`src/shared/isc_pkg.sv`:
```
// Package for the link status and SCL timing block: register map,
// status bit positions, period offsets and the carrier structs.
// Assumes a 32-bit peripheral register port and one clock domain.
package isc_pkg;

	// ----------------------------------------------------------------
	// Register map
	// ----------------------------------------------------------------
	localparam logic [11:0] LINK_STATUS_OFFSET     = 12'h00c;
	localparam logic [11:0] SCL_HIGH_PERIOD_OFFSET = 12'h010;
	localparam logic [11:0] SCL_LOW_PERIOD_OFFSET  = 12'h014;
	localparam logic [31:0] REG_RESET_VALUE        = 32'h0000_0000;

	// ----------------------------------------------------------------
	// Status bit positions
	// ----------------------------------------------------------------
	localparam int DIRECTION_BIT  = 21;
	localparam int MASTER_BIT     = 20;
	localparam int OCCUPIED_BIT   = 19;
	localparam int RX_FULL_BIT    = 18;
	localparam int TX_EMPTY_BIT   = 17;
	localparam int RX_NONEMPTY_BIT = 16;
	localparam int TIMEOUT_BIT    = 11;
	localparam int MISPLACED_BIT  = 10;
	localparam int NACK_BIT       = 9;
	localparam int ARB_LOST_BIT   = 8;
	localparam int GEN_CALL_BIT   = 3;
	localparam int ADDRESS_BIT    = 2;
	localparam int STOP_SEEN_BIT  = 1;
	localparam int START_SENT_BIT = 0;

	// ----------------------------------------------------------------
	// SCL period offsets and filter codes
	// ----------------------------------------------------------------
	localparam logic [16:0] PERIOD_OFFSET_NO_FILTER  = 17'h00006;
	localparam logic [16:0] PERIOD_OFFSET_ONE_FILTER = 17'h00008;
	localparam logic [16:0] PERIOD_OFFSET_TWO_FILTER = 17'h00009;
	localparam logic [1:0]  FILTER_OFF               = 2'h0;
	localparam logic [1:0]  FILTER_ONE               = 2'h1;
	localparam logic [9:0]  GENERAL_CALL_ADDRESS     = 10'h000;

	// ----------------------------------------------------------------
	// Carriers
	// ----------------------------------------------------------------
	typedef struct packed {
		logic       interface_enable;
		logic       ack_enable;
		logic       general_call_enable;
		logic [1:0] glitch_filter_select;
		logic       address_10bit;
		logic [9:0] own_address_register;
	} isc_control_type;

	typedef struct packed {
		logic       target_write;
		logic       data_write;
		logic       data_read;
		logic       stop_request;
	} isc_access_type;

	typedef struct packed {
		logic       direction_is_transmit;
		logic       frame_active;
		logic       sda_drive_low;
		logic       address_acked;
		logic       tx_byte_taken;
		logic       nack_received;
		logic       arbitration_lost;
		logic       timeout_underflow;
		logic       address_received;
		logic [9:0] received_address;
	} isc_engine_type;

	typedef struct packed {
		logic        psel;
		logic        penable;
		logic        pwrite;
		logic [11:0] paddr;
		logic [31:0] pwdata;
	} isc_bus_request_type;

	typedef struct packed {
		logic [31:0] prdata;
		logic        pready;
		logic        pslverr;
	} isc_bus_answer_type;

endpackage

```
`src/verilog/isc_status_timing.sv`:
```
// Status flags, receive buffer and SCL period generation of a two-wire
// master/slave link controller, all on the peripheral clock sys_clk.
// Assumes a protocol engine on the same clock drives the engine events
// and the control fields; SDA and SCL arrive unsynchronised from pins.
// How it works
// - Bit 21 reads 1 while transmitting, 0 while receiving.
// - Master bit sets when target address written and bus idle.
// - Master bit clears on disable, STOP sent or bus error; read only.
// - Enabled, bus busy sets on SDA or SCL low, clears on STOP.
// - Receive full sets when data register and second buffer entry both hold bytes.
// - Transmit empty sets when data register empty, also after address frame.
// - Data write clears transmit empty; master STOP request or retarget also clears.
// - Receive not empty set while data register holds a byte; read clears.
// - Timeout underflow sets bit 11; writing one clears it.
// - Misplaced START or STOP sets bit 10; writing one clears it.
// - Bus error as master releases SDA and SCL with the flag.
// - NACK received while transmitting sets bit 9; writing one clears it.
// - Arbitration loss sets bit 8 that clock; writing one clears it.
// - Address zero with general call and ack enabled sets bit 3; read clears.
// - Master sets address flag bit 2 after slave acknowledges address.
// - Own address match with ack enabled sets address flag, enters slave mode.
// - Slave mode STOP sets bit 1; status read clears it.
// - Master START sent sets bit 0; status read clears it.
// - SCL high lasts high period setting plus offset clocks.
// - SCL low lasts low period setting plus same offset clocks.
// - Offset is 6, 8 or 9 by glitch filter setting.
// - Filter setting off, one-clock or two-clock glitch rejection.
`timescale 1ns/1ns
`default_nettype none

module isc_status_timing (
	input  wire logic                         sys_clk,
	input  wire logic                         srst,
	input  wire logic                         clk_en,
	input  wire isc_pkg::isc_bus_request_type bus_req,
	output var  isc_pkg::isc_bus_answer_type  bus_ans,
	input  wire isc_pkg::isc_control_type     ctrl,
	input  wire isc_pkg::isc_access_type      access,
	input  wire isc_pkg::isc_engine_type      engine,
	input  wire logic                         rx_byte_valid,
	input  wire logic [7:0]                   rx_byte,
	output logic                              rx_byte_ready,
	output logic                              rx_data_valid,
	output logic [7:0]                        rx_data,
	input  wire logic                         sda_in,
	output logic                              sda_out,
	output logic                              sda_oe_n,
	input  wire logic                         scl_in,
	output logic                              scl_out,
	output logic                              scl_oe_n,
	output logic                              master_active,
	output logic                              slave_active
);
	import isc_pkg::*;

	// ----------------------------------------------------------------
	// State
	// ----------------------------------------------------------------
	typedef enum logic [2:0] {GEN_IDLE, GEN_START, GEN_LOW, GEN_HIGH, GEN_STOP} isc_gen_type;

	typedef struct packed {
		logic [1:0]       sda_sync;
		logic [1:0]       scl_sync;
		logic [1:0]       line;
		logic [1:0]       line_prev;
		logic [1:0][1:0]  glitch_cnt;
		logic             direction;
		logic             master;
		logic             slave;
		logic             occupied;
		logic             tx_empty;
		logic             timeout;
		logic             misplaced;
		logic             nack;
		logic             arb_lost;
		logic             gen_call;
		logic             address;
		logic             stop_seen;
		logic             start_sent;
		logic             stop_pending;
		logic [15:0]      high_period_count;
		logic [15:0]      low_period_count;
		logic [1:0]       rx_count;
		logic [1:0][7:0]  rx_mem;
		logic             rx_ready;
		logic             rx_valid;
		isc_gen_type      gen;
		logic [16:0]      gen_cnt;
		logic             sda_oe_n;
		logic             scl_oe_n;
		isc_bus_answer_type ans;
	} isc_state_type;

	isc_state_type r;
	isc_state_type next_r;

	logic        start_det;
	logic        stop_det;
	logic        bus_error;
	logic        status_read;
	logic        reg_write;
	logic        address_hit;
	logic        general_hit;
	logic [16:0] offset_d;
	logic [16:0] high_limit;
	logic [16:0] low_limit;
	logic [31:0] status_word;
	logic [1:0]  raw_line;
	logic [1:0]  filter_depth;

	// ----------------------------------------------------------------
	// Decode helpers
	// ----------------------------------------------------------------
	always_comb begin
		unique case (ctrl.glitch_filter_select)
			FILTER_OFF: offset_d = PERIOD_OFFSET_NO_FILTER;
			FILTER_ONE: offset_d = PERIOD_OFFSET_ONE_FILTER;
			default:    offset_d = PERIOD_OFFSET_TWO_FILTER;
		endcase
		// Codes 10 and 11 both reject glitches of two clocks
		filter_depth = ctrl.glitch_filter_select[1] ? 2'h2 : ctrl.glitch_filter_select;

		high_limit = {1'b0, r.high_period_count} + offset_d;
		low_limit  = {1'b0, r.low_period_count} + offset_d;

		raw_line   = {r.sda_sync[1], r.scl_sync[1]};

		// Line index 1 is SDA, 0 is SCL; START is SDA falling while SCL high
		start_det  = r.line_prev[1] & ~r.line[1] & r.line[0] & r.line_prev[0];
		stop_det   = ~r.line_prev[1] & r.line[1] & r.line[0] & r.line_prev[0];
		// Own START and STOP are not misplaced
		bus_error  = ctrl.interface_enable & engine.frame_active & (start_det | stop_det)
			& (r.gen != GEN_START) & (r.gen != GEN_STOP);

		status_read = bus_req.psel & ~bus_req.penable & ~bus_req.pwrite
			& (bus_req.paddr == LINK_STATUS_OFFSET);
		reg_write   = bus_req.psel & bus_req.penable & bus_req.pwrite & r.ans.pready;

		general_hit = engine.address_received & ctrl.general_call_enable & ctrl.ack_enable
			& (ctrl.address_10bit ? engine.received_address == GENERAL_CALL_ADDRESS
				: engine.received_address[6:0] == GENERAL_CALL_ADDRESS[6:0]);
		address_hit = engine.address_received & ctrl.ack_enable
			& (ctrl.address_10bit ? engine.received_address == ctrl.own_address_register
				: engine.received_address[6:0] == ctrl.own_address_register[6:0]);

		status_word = REG_RESET_VALUE;
		status_word[DIRECTION_BIT]   = r.direction;
		status_word[MASTER_BIT]      = r.master;
		status_word[OCCUPIED_BIT]    = r.occupied;
		status_word[RX_FULL_BIT]     = r.rx_count == 2'h2;
		status_word[TX_EMPTY_BIT]    = r.tx_empty;
		status_word[RX_NONEMPTY_BIT] = r.rx_count != 2'h0;
		status_word[TIMEOUT_BIT]     = r.timeout;
		status_word[MISPLACED_BIT]   = r.misplaced;
		status_word[NACK_BIT]        = r.nack;
		status_word[ARB_LOST_BIT]    = r.arb_lost;
		status_word[GEN_CALL_BIT]    = r.gen_call;
		status_word[ADDRESS_BIT]     = r.address;
		status_word[STOP_SEEN_BIT]   = r.stop_seen;
		status_word[START_SENT_BIT]  = r.start_sent;
	end

	// ----------------------------------------------------------------
	// Next state
	// ----------------------------------------------------------------
	always_comb begin
		next_r = r;
		if (clk_en) begin
			next_r.sda_sync  = {r.sda_sync[0], sda_in};
			next_r.scl_sync  = {r.scl_sync[0], scl_in};
			next_r.line_prev = r.line;
			// A new level is taken after it holds for filter_depth plus one samples
			for (int i = 0; i < 2; i++) begin
				if (raw_line[i] == r.line[i]) begin
					next_r.glitch_cnt[i] = 2'h0;
				end else if (r.glitch_cnt[i] >= filter_depth) begin
					next_r.line[i]       = raw_line[i];
					next_r.glitch_cnt[i] = 2'h0;
				end else begin
					next_r.glitch_cnt[i] = r.glitch_cnt[i] + 2'h1;
				end
			end

			// Bus monitor
			if (!ctrl.interface_enable) begin
				next_r.occupied = 1'b0;
			end else if (stop_det) begin
				next_r.occupied = 1'b0;
			end else if (r.line != 2'h3) begin
				next_r.occupied = 1'b1;
			end

			next_r.direction = engine.direction_is_transmit;

			// Register access: setup phase loads the answer, access phase completes
			next_r.ans.pready  = bus_req.psel & ~bus_req.penable;
			next_r.ans.pslverr = 1'b0;
			if (bus_req.psel & ~bus_req.penable) begin
				unique case (bus_req.paddr)
					LINK_STATUS_OFFSET:     next_r.ans.prdata = status_word;
					SCL_HIGH_PERIOD_OFFSET: next_r.ans.prdata = {16'h0000, r.high_period_count};
					SCL_LOW_PERIOD_OFFSET:  next_r.ans.prdata = {16'h0000, r.low_period_count};
					default:                next_r.ans.prdata = REG_RESET_VALUE;
				endcase
			end

			if (reg_write && bus_req.paddr == SCL_HIGH_PERIOD_OFFSET) begin
				next_r.high_period_count = bus_req.pwdata[15:0];
			end
			if (reg_write && bus_req.paddr == SCL_LOW_PERIOD_OFFSET) begin
				next_r.low_period_count = bus_req.pwdata[15:0];
			end

			// Write-one-to-clear flags; set wins over clear
			if (reg_write && bus_req.paddr == LINK_STATUS_OFFSET) begin
				if (bus_req.pwdata[TIMEOUT_BIT]) next_r.timeout = 1'b0;
				if (bus_req.pwdata[MISPLACED_BIT]) next_r.misplaced = 1'b0;
				if (bus_req.pwdata[NACK_BIT]) next_r.nack = 1'b0;
				if (bus_req.pwdata[ARB_LOST_BIT]) next_r.arb_lost = 1'b0;
			end
			// Read-to-clear flags
			if (status_read) begin
				next_r.gen_call   = 1'b0;
				next_r.address    = 1'b0;
				next_r.stop_seen  = 1'b0;
				next_r.start_sent = 1'b0;
			end

			if (engine.timeout_underflow) next_r.timeout = 1'b1;
			if (bus_error) next_r.misplaced = 1'b1;
			if (engine.nack_received & engine.direction_is_transmit) next_r.nack = 1'b1;
			if (engine.arbitration_lost) next_r.arb_lost = 1'b1;
			if (general_hit) next_r.gen_call = 1'b1;

			if (engine.address_acked & r.master) next_r.address = 1'b1;

			if (address_hit | general_hit) begin
				next_r.address = 1'b1;
				next_r.slave   = 1'b1;
			end

			if (stop_det & r.slave) begin
				next_r.stop_seen = 1'b1;
				next_r.slave     = 1'b0;
			end

			// Transmit data register empty
			if (access.data_write
				|| (r.master && (access.stop_request || access.target_write))) begin
				next_r.tx_empty = 1'b0;
			end
			if (engine.direction_is_transmit & (engine.address_acked | engine.tx_byte_taken)) begin
				next_r.tx_empty = 1'b1;
			end

			// Two-entry receive buffer: head is the data register
			if (access.data_read && r.rx_count != 2'h0) begin
				next_r.rx_mem[0] = r.rx_mem[1];
				next_r.rx_count  = r.rx_count - 2'h1;
			end

			if (rx_byte_valid && r.rx_count != 2'h2) begin
				next_r.rx_mem[next_r.rx_count[0]] = rx_byte;
				next_r.rx_count = next_r.rx_count + 2'h1;
			end
			// Buffer flags go out as registers
			next_r.rx_ready = next_r.rx_count != 2'h2;
			next_r.rx_valid = next_r.rx_count != 2'h0;

			if (access.stop_request & r.master) next_r.stop_pending = 1'b1;

			// SCL period generator
			next_r.gen_cnt = r.gen_cnt + 17'h00001;
			unique case (r.gen)
				GEN_IDLE: begin
					next_r.sda_oe_n = 1'b1;
					next_r.scl_oe_n = 1'b1;
					next_r.gen_cnt  = 17'h00000;
					if (access.target_write && ctrl.interface_enable && !r.occupied) begin
						next_r.master   = 1'b1;
						next_r.sda_oe_n = 1'b0;
						next_r.gen      = GEN_START;
					end
				end
				GEN_START: begin
					if (r.gen_cnt + 17'h00001 >= high_limit) begin
						next_r.start_sent = 1'b1;
						next_r.scl_oe_n   = 1'b0;
						next_r.gen_cnt    = 17'h00000;
						next_r.gen        = GEN_LOW;
					end
				end
				GEN_LOW: begin
					next_r.sda_oe_n = r.stop_pending ? 1'b0 : ~engine.sda_drive_low;
					if (r.gen_cnt + 17'h00001 >= low_limit) begin
						next_r.scl_oe_n = 1'b1;
						next_r.gen_cnt  = 17'h00000;
						next_r.gen      = r.stop_pending ? GEN_STOP : GEN_HIGH;
					end
				end
				GEN_HIGH: begin
					// Filtered SCL rises within d clocks of release; a later low is a stretch
					if (!r.line[0] && r.gen_cnt >= offset_d) begin
						next_r.gen_cnt = r.gen_cnt;
					end else if (r.gen_cnt + 17'h00001 >= high_limit) begin
						next_r.scl_oe_n = 1'b0;
						next_r.gen_cnt  = 17'h00000;
						next_r.gen      = GEN_LOW;
					end
				end
				GEN_STOP: begin
					if (r.gen_cnt + 17'h00001 >= high_limit) begin
						next_r.sda_oe_n     = 1'b1;
						next_r.master       = 1'b0;
						next_r.stop_pending = 1'b0;
						next_r.gen          = GEN_IDLE;
					end
				end
				default: next_r.gen = GEN_IDLE;
			endcase

			// Bus error or disable drops the master role and frees both lines
			if (bus_error || !ctrl.interface_enable) begin
				next_r.master       = 1'b0;
				next_r.stop_pending = 1'b0;
				next_r.sda_oe_n     = 1'b1;
				next_r.scl_oe_n     = 1'b1;
				next_r.gen          = GEN_IDLE;
			end

			if (!ctrl.interface_enable) next_r.slave = 1'b0;
		end
	end

	// ----------------------------------------------------------------
	// Registers
	// ----------------------------------------------------------------
	always_ff @(posedge sys_clk) begin
		if (srst) begin
			r          <= '0;
			r.sda_sync <= 2'h3;
			r.scl_sync <= 2'h3;
			r.line     <= 2'h3;
			r.line_prev <= 2'h3;
			r.gen      <= GEN_IDLE;
			r.sda_oe_n <= 1'b1;
			r.scl_oe_n <= 1'b1;
			r.rx_ready <= 1'b1;
		end else begin
			r <= next_r;
		end
	end

	// ----------------------------------------------------------------
	// Outputs
	// ----------------------------------------------------------------
	assign bus_ans       = r.ans;
	assign rx_byte_ready = r.rx_ready;
	assign rx_data_valid = r.rx_valid;
	assign rx_data       = r.rx_mem[0];
	assign sda_out       = 1'b0;
	assign sda_oe_n      = r.sda_oe_n;
	assign scl_out       = 1'b0;
	assign scl_oe_n      = r.scl_oe_n;
	assign master_active = r.master;
	assign slave_active  = r.slave;

endmodule

`default_nettype wire

```
`config.mk`:
```
export PLATFORM = sky130hd
export DESIGN_NAME = isc_status_timing
export DESIGN_NICKNAME = d
export VERILOG_FILES = /design/src/shared/isc_pkg.sv /design/src/verilog/isc_status_timing.sv
export SDC_FILE = /design/constraint.sdc
export NUM_CORES = 1
export LEC_CHECK = 0
export ABC_AREA = 1
export BUFFER_PORTS_ARGS = -buffer_cell sky130_fd_sc_hd__buf_2
export CORE_ASPECT_RATIO = 1.2
export CORE_MARGIN = 5
export CORE_UTILIZATION = 49
export DETAILED_ROUTE_END_ITERATION = 7
export PLACE_DENSITY = 0.72
export SLEW_MARGIN = 20
export SYNTH_ARGS = -nofsm -noshare
export SYNTH_HDL_FRONTEND = slang
export SYNTH_SLANG_ARGS = --single-unit
export TNS_END_PERCENT = 5
```
`constraint.sdc`:
```
create_clock -name sys_clk -period 4.7 [get_ports sys_clk]
set_input_delay 0.235 -clock sys_clk [delete_from_list [all_inputs] [get_ports sys_clk]]
set_output_delay 0.235 -clock sys_clk [all_outputs]
set_load 0.02 [all_outputs]
```
* Word level (Yosys, flattened, before mapping)
Cells that the tools add are included.
** Storage, ports and cells
- Flip-flop bits (word level) :: 133
- Input port bits :: 100
- Output and inout port bits :: 50
** Cells by class
- Add/subtract/negate cells :: 7
- Order comparisons :: 7
- Eq/ne operators :: 26
- Mux-type cells :: 69
- Bitwise logic cells :: 36
- Reductions and logical operators :: 58
** Operator list (count)
- $pmux 17 s4 :: 1
- $pmux 22 s3 :: 1
- $ge 17x17->1 :: 3
- $mux 20 :: 2
- $mux 1 :: 37
- $mux 18 :: 2
- $add 16x17->17 :: 2
- $and 1x1->1 :: 26
- $reduce_bool 2->1 :: 13
- $eq 12x5->1 const B :: 2
- $mux 8 :: 3
- $reduce_and 2->1 :: 11
- $reduce_and 3->1 :: 7
- $add 17x1->17 const B :: 1
- $mux 17 :: 1
- $bwmux 16 :: 1
- $mux 2 :: 8
- $mux 3 :: 5
- $ne 3x3->1 const B :: 5
- $pmux 3 s5 :: 1
- $eq 12x4->1 const B :: 1
- $eq 10x10->1 :: 1
- $logic_and 1x1->1 :: 10
- $logic_not 10->1 :: 1
- other kinds (33) :: 58

* Longest topological paths before layout
Gate-level depths: netlist of run 1.
- Depth after elaboration :: 12
- Depth in mapped cells :: 29
- Depth with buffers taken out :: 29

* Worst setup path before layout of run 1
Ideal clock, no wire load.
- Path kind :: input port to flip-flop
- Start :: input ctrl[12] (netlist name)
- End :: register r[46] (netlist name)
- Arrival :: 2.926 ns
- Required time :: 4.630 ns
- Path slack :: 1.703 ns
- Cell stages on the path :: 27
- Path buffers :: 1
- Cell sequence :: inv_1 nand2_2 nand2_1 and2_1 ha_1 inv_1 nand2_1 nand3_1 nand2_1 nand2_1 nor2_2 nand2_1 nor2_2 xor2_1 ha_1 nand2_1 inv_1 nand2_1 nand2_1 nand2_1 nand2_1 nor2_1 nand3_1 nand3_2 buf_2 nand3_1 a21oi_1
** Between the ends
- Longest elaborated chain between the ends :: 7
- Elaborated cells on any way between the ends :: 15
- Classes of those cells :: add/sub: 2; order compare: 3; eq/ne: 2; mux: 5; reduce/logical: 3
** Ends and longest elaborated chain
- start, declared :: RTL line isc_status_timing.sv:37 : input wire isc_pkg::isc_control_type ctrl,
- $eq 2x1->1 or $logic_not 2->1 (tied branches) :: RTL line isc_status_timing.sv:115 : unique case (ctrl.glitch_filter_select)
- $pmux 4 s2 * :: RTL line isc_status_timing.sv:115
- $add 16x17->17 :: RTL line isc_status_timing.sv:123 : high_limit = {1'b0, r.high_period_count} + offset_d;
- $ge 17x17->1 :: RTL line isc_status_timing.sv:286, isc_status_timing.sv:305
- $mux 20 :: RTL line isc_status_timing.sv:286, isc_status_timing.sv:305
- $mux 17 :: RTL line isc_status_timing.sv:303 : if (!r.line[0] && r.gen_cnt >= offset_d) begin
- $pmux 17 s4 :: RTL line isc_status_timing.sv:274 : unique case (r.gen)
- end signal, assigned :: RTL line isc_status_timing.sv:350 : r <= next_r;
- end, declared :: RTL line isc_status_timing.sv:94 : isc_state_type r;
Mark *: on every way between the ends. The rest lies on a longest branch, timed or not. The select of a mux whose other input is x is not followed.
A chain may end at the register's enable or synchronous reset.

* Worst setup path in the final report of run 1
- Start :: register r[36] (netlist name)
- End :: register r[54] (netlist name)
** Between the ends
- Longest elaborated chain between the ends :: 6
- Elaborated cells on any way between the ends :: 13
- Classes of those cells :: add/sub: 1; order compare: 3; eq/ne: 3; mux: 4; reduce/logical: 2
** Ends and longest elaborated chain (RTL line)
- $add 17x1->17
- $ge 17x17->1 :: isc_status_timing.sv:286, isc_status_timing.sv:305, isc_status_timing.sv:312
- $mux 20
- $mux 3
- $pmux 3 s5
- $mux 3
Parallel ways exist; a longest one is shown, timed or not. The select of a mux whose other input is x is not followed.

==> flow_metrics.py, run 1 <==
metrics = {
    "worst_hold_path": {
        "hold_class": "in2reg",
        "holdPathStages": 3,
        "worstHoldStart": "scl_in",
        "worstHoldEndpoint": "r[130]$_SDFFE_PP1P_",
    },
    "synthesis": {
        "synth_cells": 1159,
        "async_flop_share_pct": 0,
        "ys.flop_type": "dfxtp_1",
        "synth_area_per_cell_um2": 6.93,
        "synth_warnings": 0,
        "synth.distinct_cells": 49,
        "yosys.cell_count.top_type": "nand2_1",
        "synth_common_cells": "nand2_1, inv_1, dfxtp_1",
        "synth.top_cell.area_share_pct": 30.6,
        "synth-edff-count": 0,
        "synth-seq-cells": 123,
        "ys_top_cells_by_area": "dfxtp_1, nand2_1, ha_1, a21oi_1, inv_1",
        "synth_top_area_cell": "dfxtp_1",
        "syn_area_um2": 8040,
        "ys_seq_area_share_pct": 30.6,
    },
    "clock_tree": {
        "clk_pin_slew_ns": 0.06,
        "cts.repair.resized": 0,
        "cts.path.max_buffers": 2,
        "cts_inserted_buffers": 17,
        "cts_max_level": 4,
        "clock_sinks": 123,
        "cts_tree": "yes",
        "cts_hold_buf": 0,
        "clk_latency_ns": 0.42,
        "post_cts_buffers": 0,
        "root_buffer": "clkbuf_16",
    },
    "power": {
        "p_leak_nw": 4.01,
        "power_density_nw_per_um2": 302,
        "peakVddDrop_v": 0.000245,
        "finalPower_w": 0.00273,
    },
    "grt": {
        "grt_pass1_vias": 7313,
        "groute.usage.overall_pct": 22.1,
        "antenna_found_initial": 1,
        "grt_max_degree": 73,
        "grt_pass1_wl_mm": 34.2,
        "grt-ovfl-total": 0,
    },
    "setup_path": {
        "critPathArrivalTime_ns": 3.90,
        "rrSetupSlack_ns": 1.11,
        "cp_max_fo": 5,
        "crit_start": "r[36]$_SDFFE_PP0P_",
        "end_kind": "flip-flop",
        "required_ns": 5.01,
        "ff2ff_path_depth": 23,
        "r2r-start": "r[36]$_SDFFE_PP0P_",
        "cp-start-kind": "flip-flop",
        "path_class": "reg2reg",
        "r2r-end": "r[54]$_SDFFE_PP0P_",
    },
    "die": {
        "dieArea_um2": 19100,
        "ios": 150,
        "initial_core_util_pct": 49.6,
        "std_cell_rows": 51,
        "coreArea_um2": 16200,
        "die_w_um": 127,
        "chipHeight_um": 150,
    },
    "placed_design": {
        "place.gp.congestion": 0.929,
        "dpl.hpwl_mm": 15.7,
        "portBuffers": 120,
    },
    "sta": {
        "tns_ns": 0,
        "finalClockSkew_ns": 0.00884,
        "fin_crit_sh_pct": 76.3,
        "slew_headroom_pct": 43.7,
        "drv_slew": 0,
        "tightest_slew_ns": 0.844,
        "setup_viol": 0,
        "hold_viol": 0,
        "fmax_mhz": 279,
        "finalCriticalPeriod_ns": 3.59,
        "rsz0062_at_grt": "false",
    },
    "route": {
        "num_vias": 7666,
        "first_pass_iters": 5,
        "initialDrtViolationCount": 471,
        "viasPerCell": 5.24,
        "wl_per_cell_um": 14.3,
        "antenna_left": 0,
        "drc": 0,
        "wl_mm": 20.9,
    },
    "final_layout": {
        "fin_nets": 1390,
        "final_layout_size_suffix_gt1_share_pct": 15.9,
        "syn_to_final_growth_pct": 12.5,
    },
    "run": {
        "maxCapViolCount": 0,
    },
    "outcome": {
        "status": "finished, final reports clean",
    },
}
==> critical path, cell delays in order (launching register included) <==
cell and delay [ns]:
dfxtp_1 0.43, ha_1 0.23, nand2_1 0.08, nor2_1 0.19, nand4_1 0.16, nor2_2 0.22
nand2_1 0.15, nor2_1 0.11, nor2_1 0.05, nor2_1 0.09, inv_1 0.11, ha_1 0.32
nand2_1 0.07, a21oi_1 0.05, nor2_1 0.12, nand2_1 0.11, nor2_1 0.28, nand3_1 0.12
nor2_1 0.23, nor2_2 0.08, nand2_2 0.11, nand2_1 0.06, nand2_1 0.06, nor2_1 0.04
==> cells by family (layout without fill, tap and decap cells) <==
kind of cell,Yosys count,after routing,synth area share [%]
other cells,1,14,0.0467
xor+xnor,48,48,5.42
compound gates,230,230,16.1
simple gates,488,488,26.9
flops,123,123,30.6
buf+inv,215,293,12.5
fa+ha+maj,54,54,8.41
==> per-layer routing <==
metal	GRT usage, %	up-vias	wire length [um]
met5	0	-	7
met4	8.80	2	552
met3	4.97	39	1110
met2	37.7	205	10100
met1	26.9	3499	9130
li1	-	3921	-
==> cell usage in the layout (no fill, tap or decap), types with 33 or more instances in the layout <==
cell type	synthesis	layout
inv_1	131	131
xor2_1	33	33
dfxtp_1	123	123
nor2_1	72	72
buf_2	6	120
o21ai_0	54	54
nand2_1	262	262
ha_1	54	54
a21oi_1	122	122
nand3_1	76	76
==> where the power goes <==
part / internal, W / total, W / leakage [nW] / switching, W
Combinational: 0.000145 / 0.000417 / 2.75 / 0.000272
Clock: 0.000684 / 0.00120 / 0.256 / 0.000520
Sequential: 0.00108 / 0.00111 / 0.997 / 0.0000289
Total: 0.00191 / 0.00273 / 4.01 / 0.000820
==> state kept, by name (all words and copies together), names as in the netlist <==
register	count
rx_byte_ready	1
sda_oe_n	1
scl_oe_n	1
slave_active	1
master_active	1
bus_ans	23
r	86
rx_data_valid	1
rx_data	8
==> final cells by class <==
| cell class | count | area (um2) |
|---|---|---|
| diodes | 1 | 2.50 |
| multi-input cells | 833 | 4620 |
| flip-flops and latches | 123 | 2460 |
| clock inverters | 14 | 113 |
| well taps | 212 | 265 |
| fillers | 1626 | 7170 |
| repair buffers | 126 | 646 |
| clock buffers | 18 | 429 |
| inverters | 135 | 507 |
==> worst max-delay path by stage <==
stage	depth (start not counted)	slack [ns]	end
after floorplan	27	1.70	r[46]$_SDFFE_PP0P_
after global placement	30	0.92	r[54]$_SDFFE_PP0P_
after detailed placement	25	0.85	r[49]$_SDFFE_PP0P_
after CTS	20	1.13	r[49]$_SDFFE_PP0P_
after global routing	25	0.71	r[46]$_SDFFE_PP0P_
final	23	1.11	r[54]$_SDFFE_PP0P_
==> per-stage QoR <==
stage / hold WS (ns) / std cells / cell area, um2 / setup WS (ns) / utilization, %
3_3_place_gp: 0.439 / 1429 / 8500 / 0.920 / 52.4
5_1_grt: 0.0307 / 1461 / 9040 / 0.706 / 55.8
3_5_place_dp: 0.444 / 1429 / 8500 / 0.853 / 52.4
4_1_cts: 0.00881 / 1461 / 9040 / 1.13 / 55.8
6_report: 0.0223 / 1462 / 9040 / 1.11 / 55.8
2_1_floorplan: 0.361 / 1171 / 8080 / 1.70 / -
No activity file was read; power rests on OpenSTA's default activity.
==> inputs of run 2 (changes only) <==
==> constraint.sdc (replaced) <==
create_clock -name sys_clk -period 3.5 [get_ports sys_clk]
set_input_delay 0.175 -clock sys_clk [delete_from_list [all_inputs] [get_ports sys_clk]]
set_output_delay 0.175 -clock sys_clk [all_outputs]
set_load 0.02 [all_outputs]
==> run 2 against run 1 <==
  * Sequential share of layout area is 1.1 points lower
  * Worst hold slack worse by 0.015 ns
  * Wire length grew 3.4%
  * First-iteration DRC count is 10% higher
  * Combinational power grew 45%
  * Design area increased by 4.3%
  * Clock skew down 0.00062 ns
  * Critical endpoint is now r[45]$_SDFFE_PP0P_
==> flow_metrics.py, run 2 (synthesis gave the netlist of run 1 again) <==
metrics = {
    "die": {
        "initial_core_util_pct": 49.6,
        "std_cell_rows": 51,
        "chipHeight_um": 150,
        "dieArea_um2": 19100,
        "die_w_um": 127,
        "coreArea_um2": 16200,
        "ios": 150,
    },
    "sta": {
        "finalClockSkew_ns": 0.00822,
        "drv_slew": 0,
        "hold_viol": 0,
        "finalCriticalPeriod_ns": 3.29,
        "setup_viol": 0,
        "fin_crit_sh_pct": 93.9,
        "tightest_slew_ns": 0.882,
        "rsz0062_at_grt": "true",
        "slew_headroom_pct": 41.2,
        "fmax_mhz": 304,
    },
    "placed_design": {
        "place_area_um2": 8680,
        "place.gp.congestion": 0.910,
        "dpl.hpwl_mm": 16.0,
        "portBuffers": 120,
    },
    "setup_path": {
        "critPathArrivalTime_ns": 3.63,
        "ff2ff_path_depth": 21,
        "cp_common_cell": "nor2_1",
        "slowest_stage": "dfxtp_1",
        "cp_slowest_stage_delay_ns": 0.38,
        "cp-start-kind": "flip-flop",
        "path_class": "reg2reg",
        "required_ns": 3.84,
        "cp_max_fo": 17,
        "path_cells": "ha_2, nand2_1, nor2_2, nand4_1, nor2_4, nand2_1, nor2_1, nor2_1, nor2_1, inv_1, ha_1, a21oi_1, nor2_1, nor2_1, nand2_1, nor2_2, nand3_1, nand3_2, buf_12, nand3_1, a21oi_1",
        "rrSetupSlack_ns": 0.21,
        "end_kind": "flip-flop",
        "r2r-end": "r[45]$_SDFFE_PP0P_",
        "r2r-start": "r[37]$_SDFFE_PP0P_",
    },
    "worst_hold_path": {
        "worstHoldEndpoint": "r[113]$_SDFFE_PP0P_",
        "holdPathStages": 3,
        "worstHoldStart": "engine[12]",
        "hold_class": "in2reg",
    },
    "grt": {
        "grt_pass1_wl_mm": 35.7,
        "use_met1_pct": 27.6,
        "use_met3_pct": 4.65,
        "use_met2_pct": 40.1,
        "antenna_found_initial": 1,
        "groute.usage.overall_pct": 22.9,
        "grt_max_degree": 73,
        "grt-ovfl-total": 0,
        "grt_pass1_vias": 7596,
        "busiest_layer": "met2",
    },
    "route": {
        "viasPerCell": 5.27,
        "wl_per_cell_um": 14.5,
        "drc": 0,
        "antenna_left": 0,
        "wl_mm": 21.6,
        "first_pass_iters": 5,
        "initialDrtViolationCount": 518,
        "num_vias": 7848,
    },
    "clock_tree": {
        "clock_sinks": 123,
        "cts_tree": "yes",
        "clk_pin_slew_ns": 0.06,
        "cts_inserted_buffers": 17,
        "root_buffer": "clkbuf_16",
        "clk_latency_ns": 0.43,
        "cts.path.max_buffers": 2,
        "cts_max_level": 4,
    },
    "final_layout": {
        "postLayoutCoreUtil_pct": 58.2,
        "final_layout_size_suffix_gt1_share_pct": 19.6,
        "largest_register_ffs": 86,
        "fin_nets": 1418,
        "design_area_um2": 9430,
        "syn_to_final_growth_pct": 17.3,
        "regMostFlops": "r",
        "final_common_cell": "nand2_1",
        "final_cell_mix": "nand2_1, inv_1, dfxtp_1",
    },
    "power": {
        "p_leak_nw": 4.18,
        "power_density_nw_per_um2": 409,
        "peakVddDrop_v": 0.000318,
    },
    "run": {
        "maxCapViolCount": 0,
    },
    "outcome": {
        "status": "finished, final reports clean",
    },
}
==> run 2: cell types whose count changed in the layout (fill, tap and decap cells not counted), sizes merged <==
cell	change
inv	-1
clkinv	+1
clkinvlp	-2
buf	+25
dlygate4sd3	+3
bufinv	+2
==> run 2: timing repair <==
action / in CTS / in global routing
gates resized for setup: 0 / 32
hold buffers: 3 / 0
buffers inserted: 0 / 2
setup endpoints to repair: 0 / 24
endpoints found under the hold margin: 3 / 0
==> run 2: worst max path at each step <==
stage / slack, ns / start / to / depth (start not counted)
floorplan: 0.56 / ctrl[12] / r[46]$_SDFFE_PP0P_ / 27
global placement: 0.09 / ctrl[12] / r[54]$_SDFFE_PP0P_ / 31
detailed placement: 0.03 / ctrl[12] / r[54]$_SDFFE_PP0P_ / 31
CTS: 0.15 / r[93]$_SDFFE_PP0P_ / r[54]$_SDFFE_PP0P_ / 29
global route: -0.03 / r[37]$_SDFFE_PP0P_ / r[45]$_SDFFE_PP0P_ / 21
finish: 0.21 / r[37]$_SDFFE_PP0P_ / r[45]$_SDFFE_PP0P_ / 21
==> run 2: where the power goes <==
part / total [W] / switching, W / internal, W / leakage (nW)
Combinational: 0.000605 / 0.000383 / 0.000222 / 2.90
Clock: 0.00177 / 0.000706 / 0.00106 / 0.283
Sequential: 0.00148 / 0.0000371 / 0.00145 / 0.998
==> run 2: layout make-up <==
cell class	count	area (um2)
diodes	1	2.50
clock buffers	18	429
clock inverters	14	159
fillers	1608	6780
inverters	135	507
multi-input cells	833	4720
flip-flops and latches	123	2460
well taps	212	265
repair buffers	154	876
==> run 2: metal layers <==
layer  vias up  part of all wire (%)  wire, um
met5         -                 0.051        11
met4         2                   2.5       536
met3        41                   5.7      1230
met2       203                    50     10800
met1      3625                    42      9050
li1       3977                     -         -
==> run 2: critical path, delay by kind of cell, from the launching register on <==
family | cells | cell delay (ns)
AOI/OAI and AO/OA | 2 | 0.29
adders and majority gates | 2 | 0.55
and+or+nand+nor | 15 | 1.71
buffers and inverters | 2 | 0.26
DFF | 1 | 0.38
==> run 2: metrics by stage <==
| stage | hold slack, ns | power [W] | setup slack [ns] | std cells | setup TNS [ns] |
|---|---|---|---|---|---|
| final | 0.00679 | 0.00386 | 0.214 | 1490 | 0 |
| after global routing | 0.0306 | 0.00402 | -0.0297 | 1489 | -0.0513 |
| after CTS | 0.000887 | 0.00387 | 0.151 | 1487 | 0 |
| after detailed placement | 0.389 | 0.00210 | 0.0282 | 1452 | 0 |
| after global placement | 0.387 | 0.00209 | 0.0875 | 1452 | 0 |
| after floorplan | 0.301 | 0.00193 | 0.563 | 1171 | 0 |
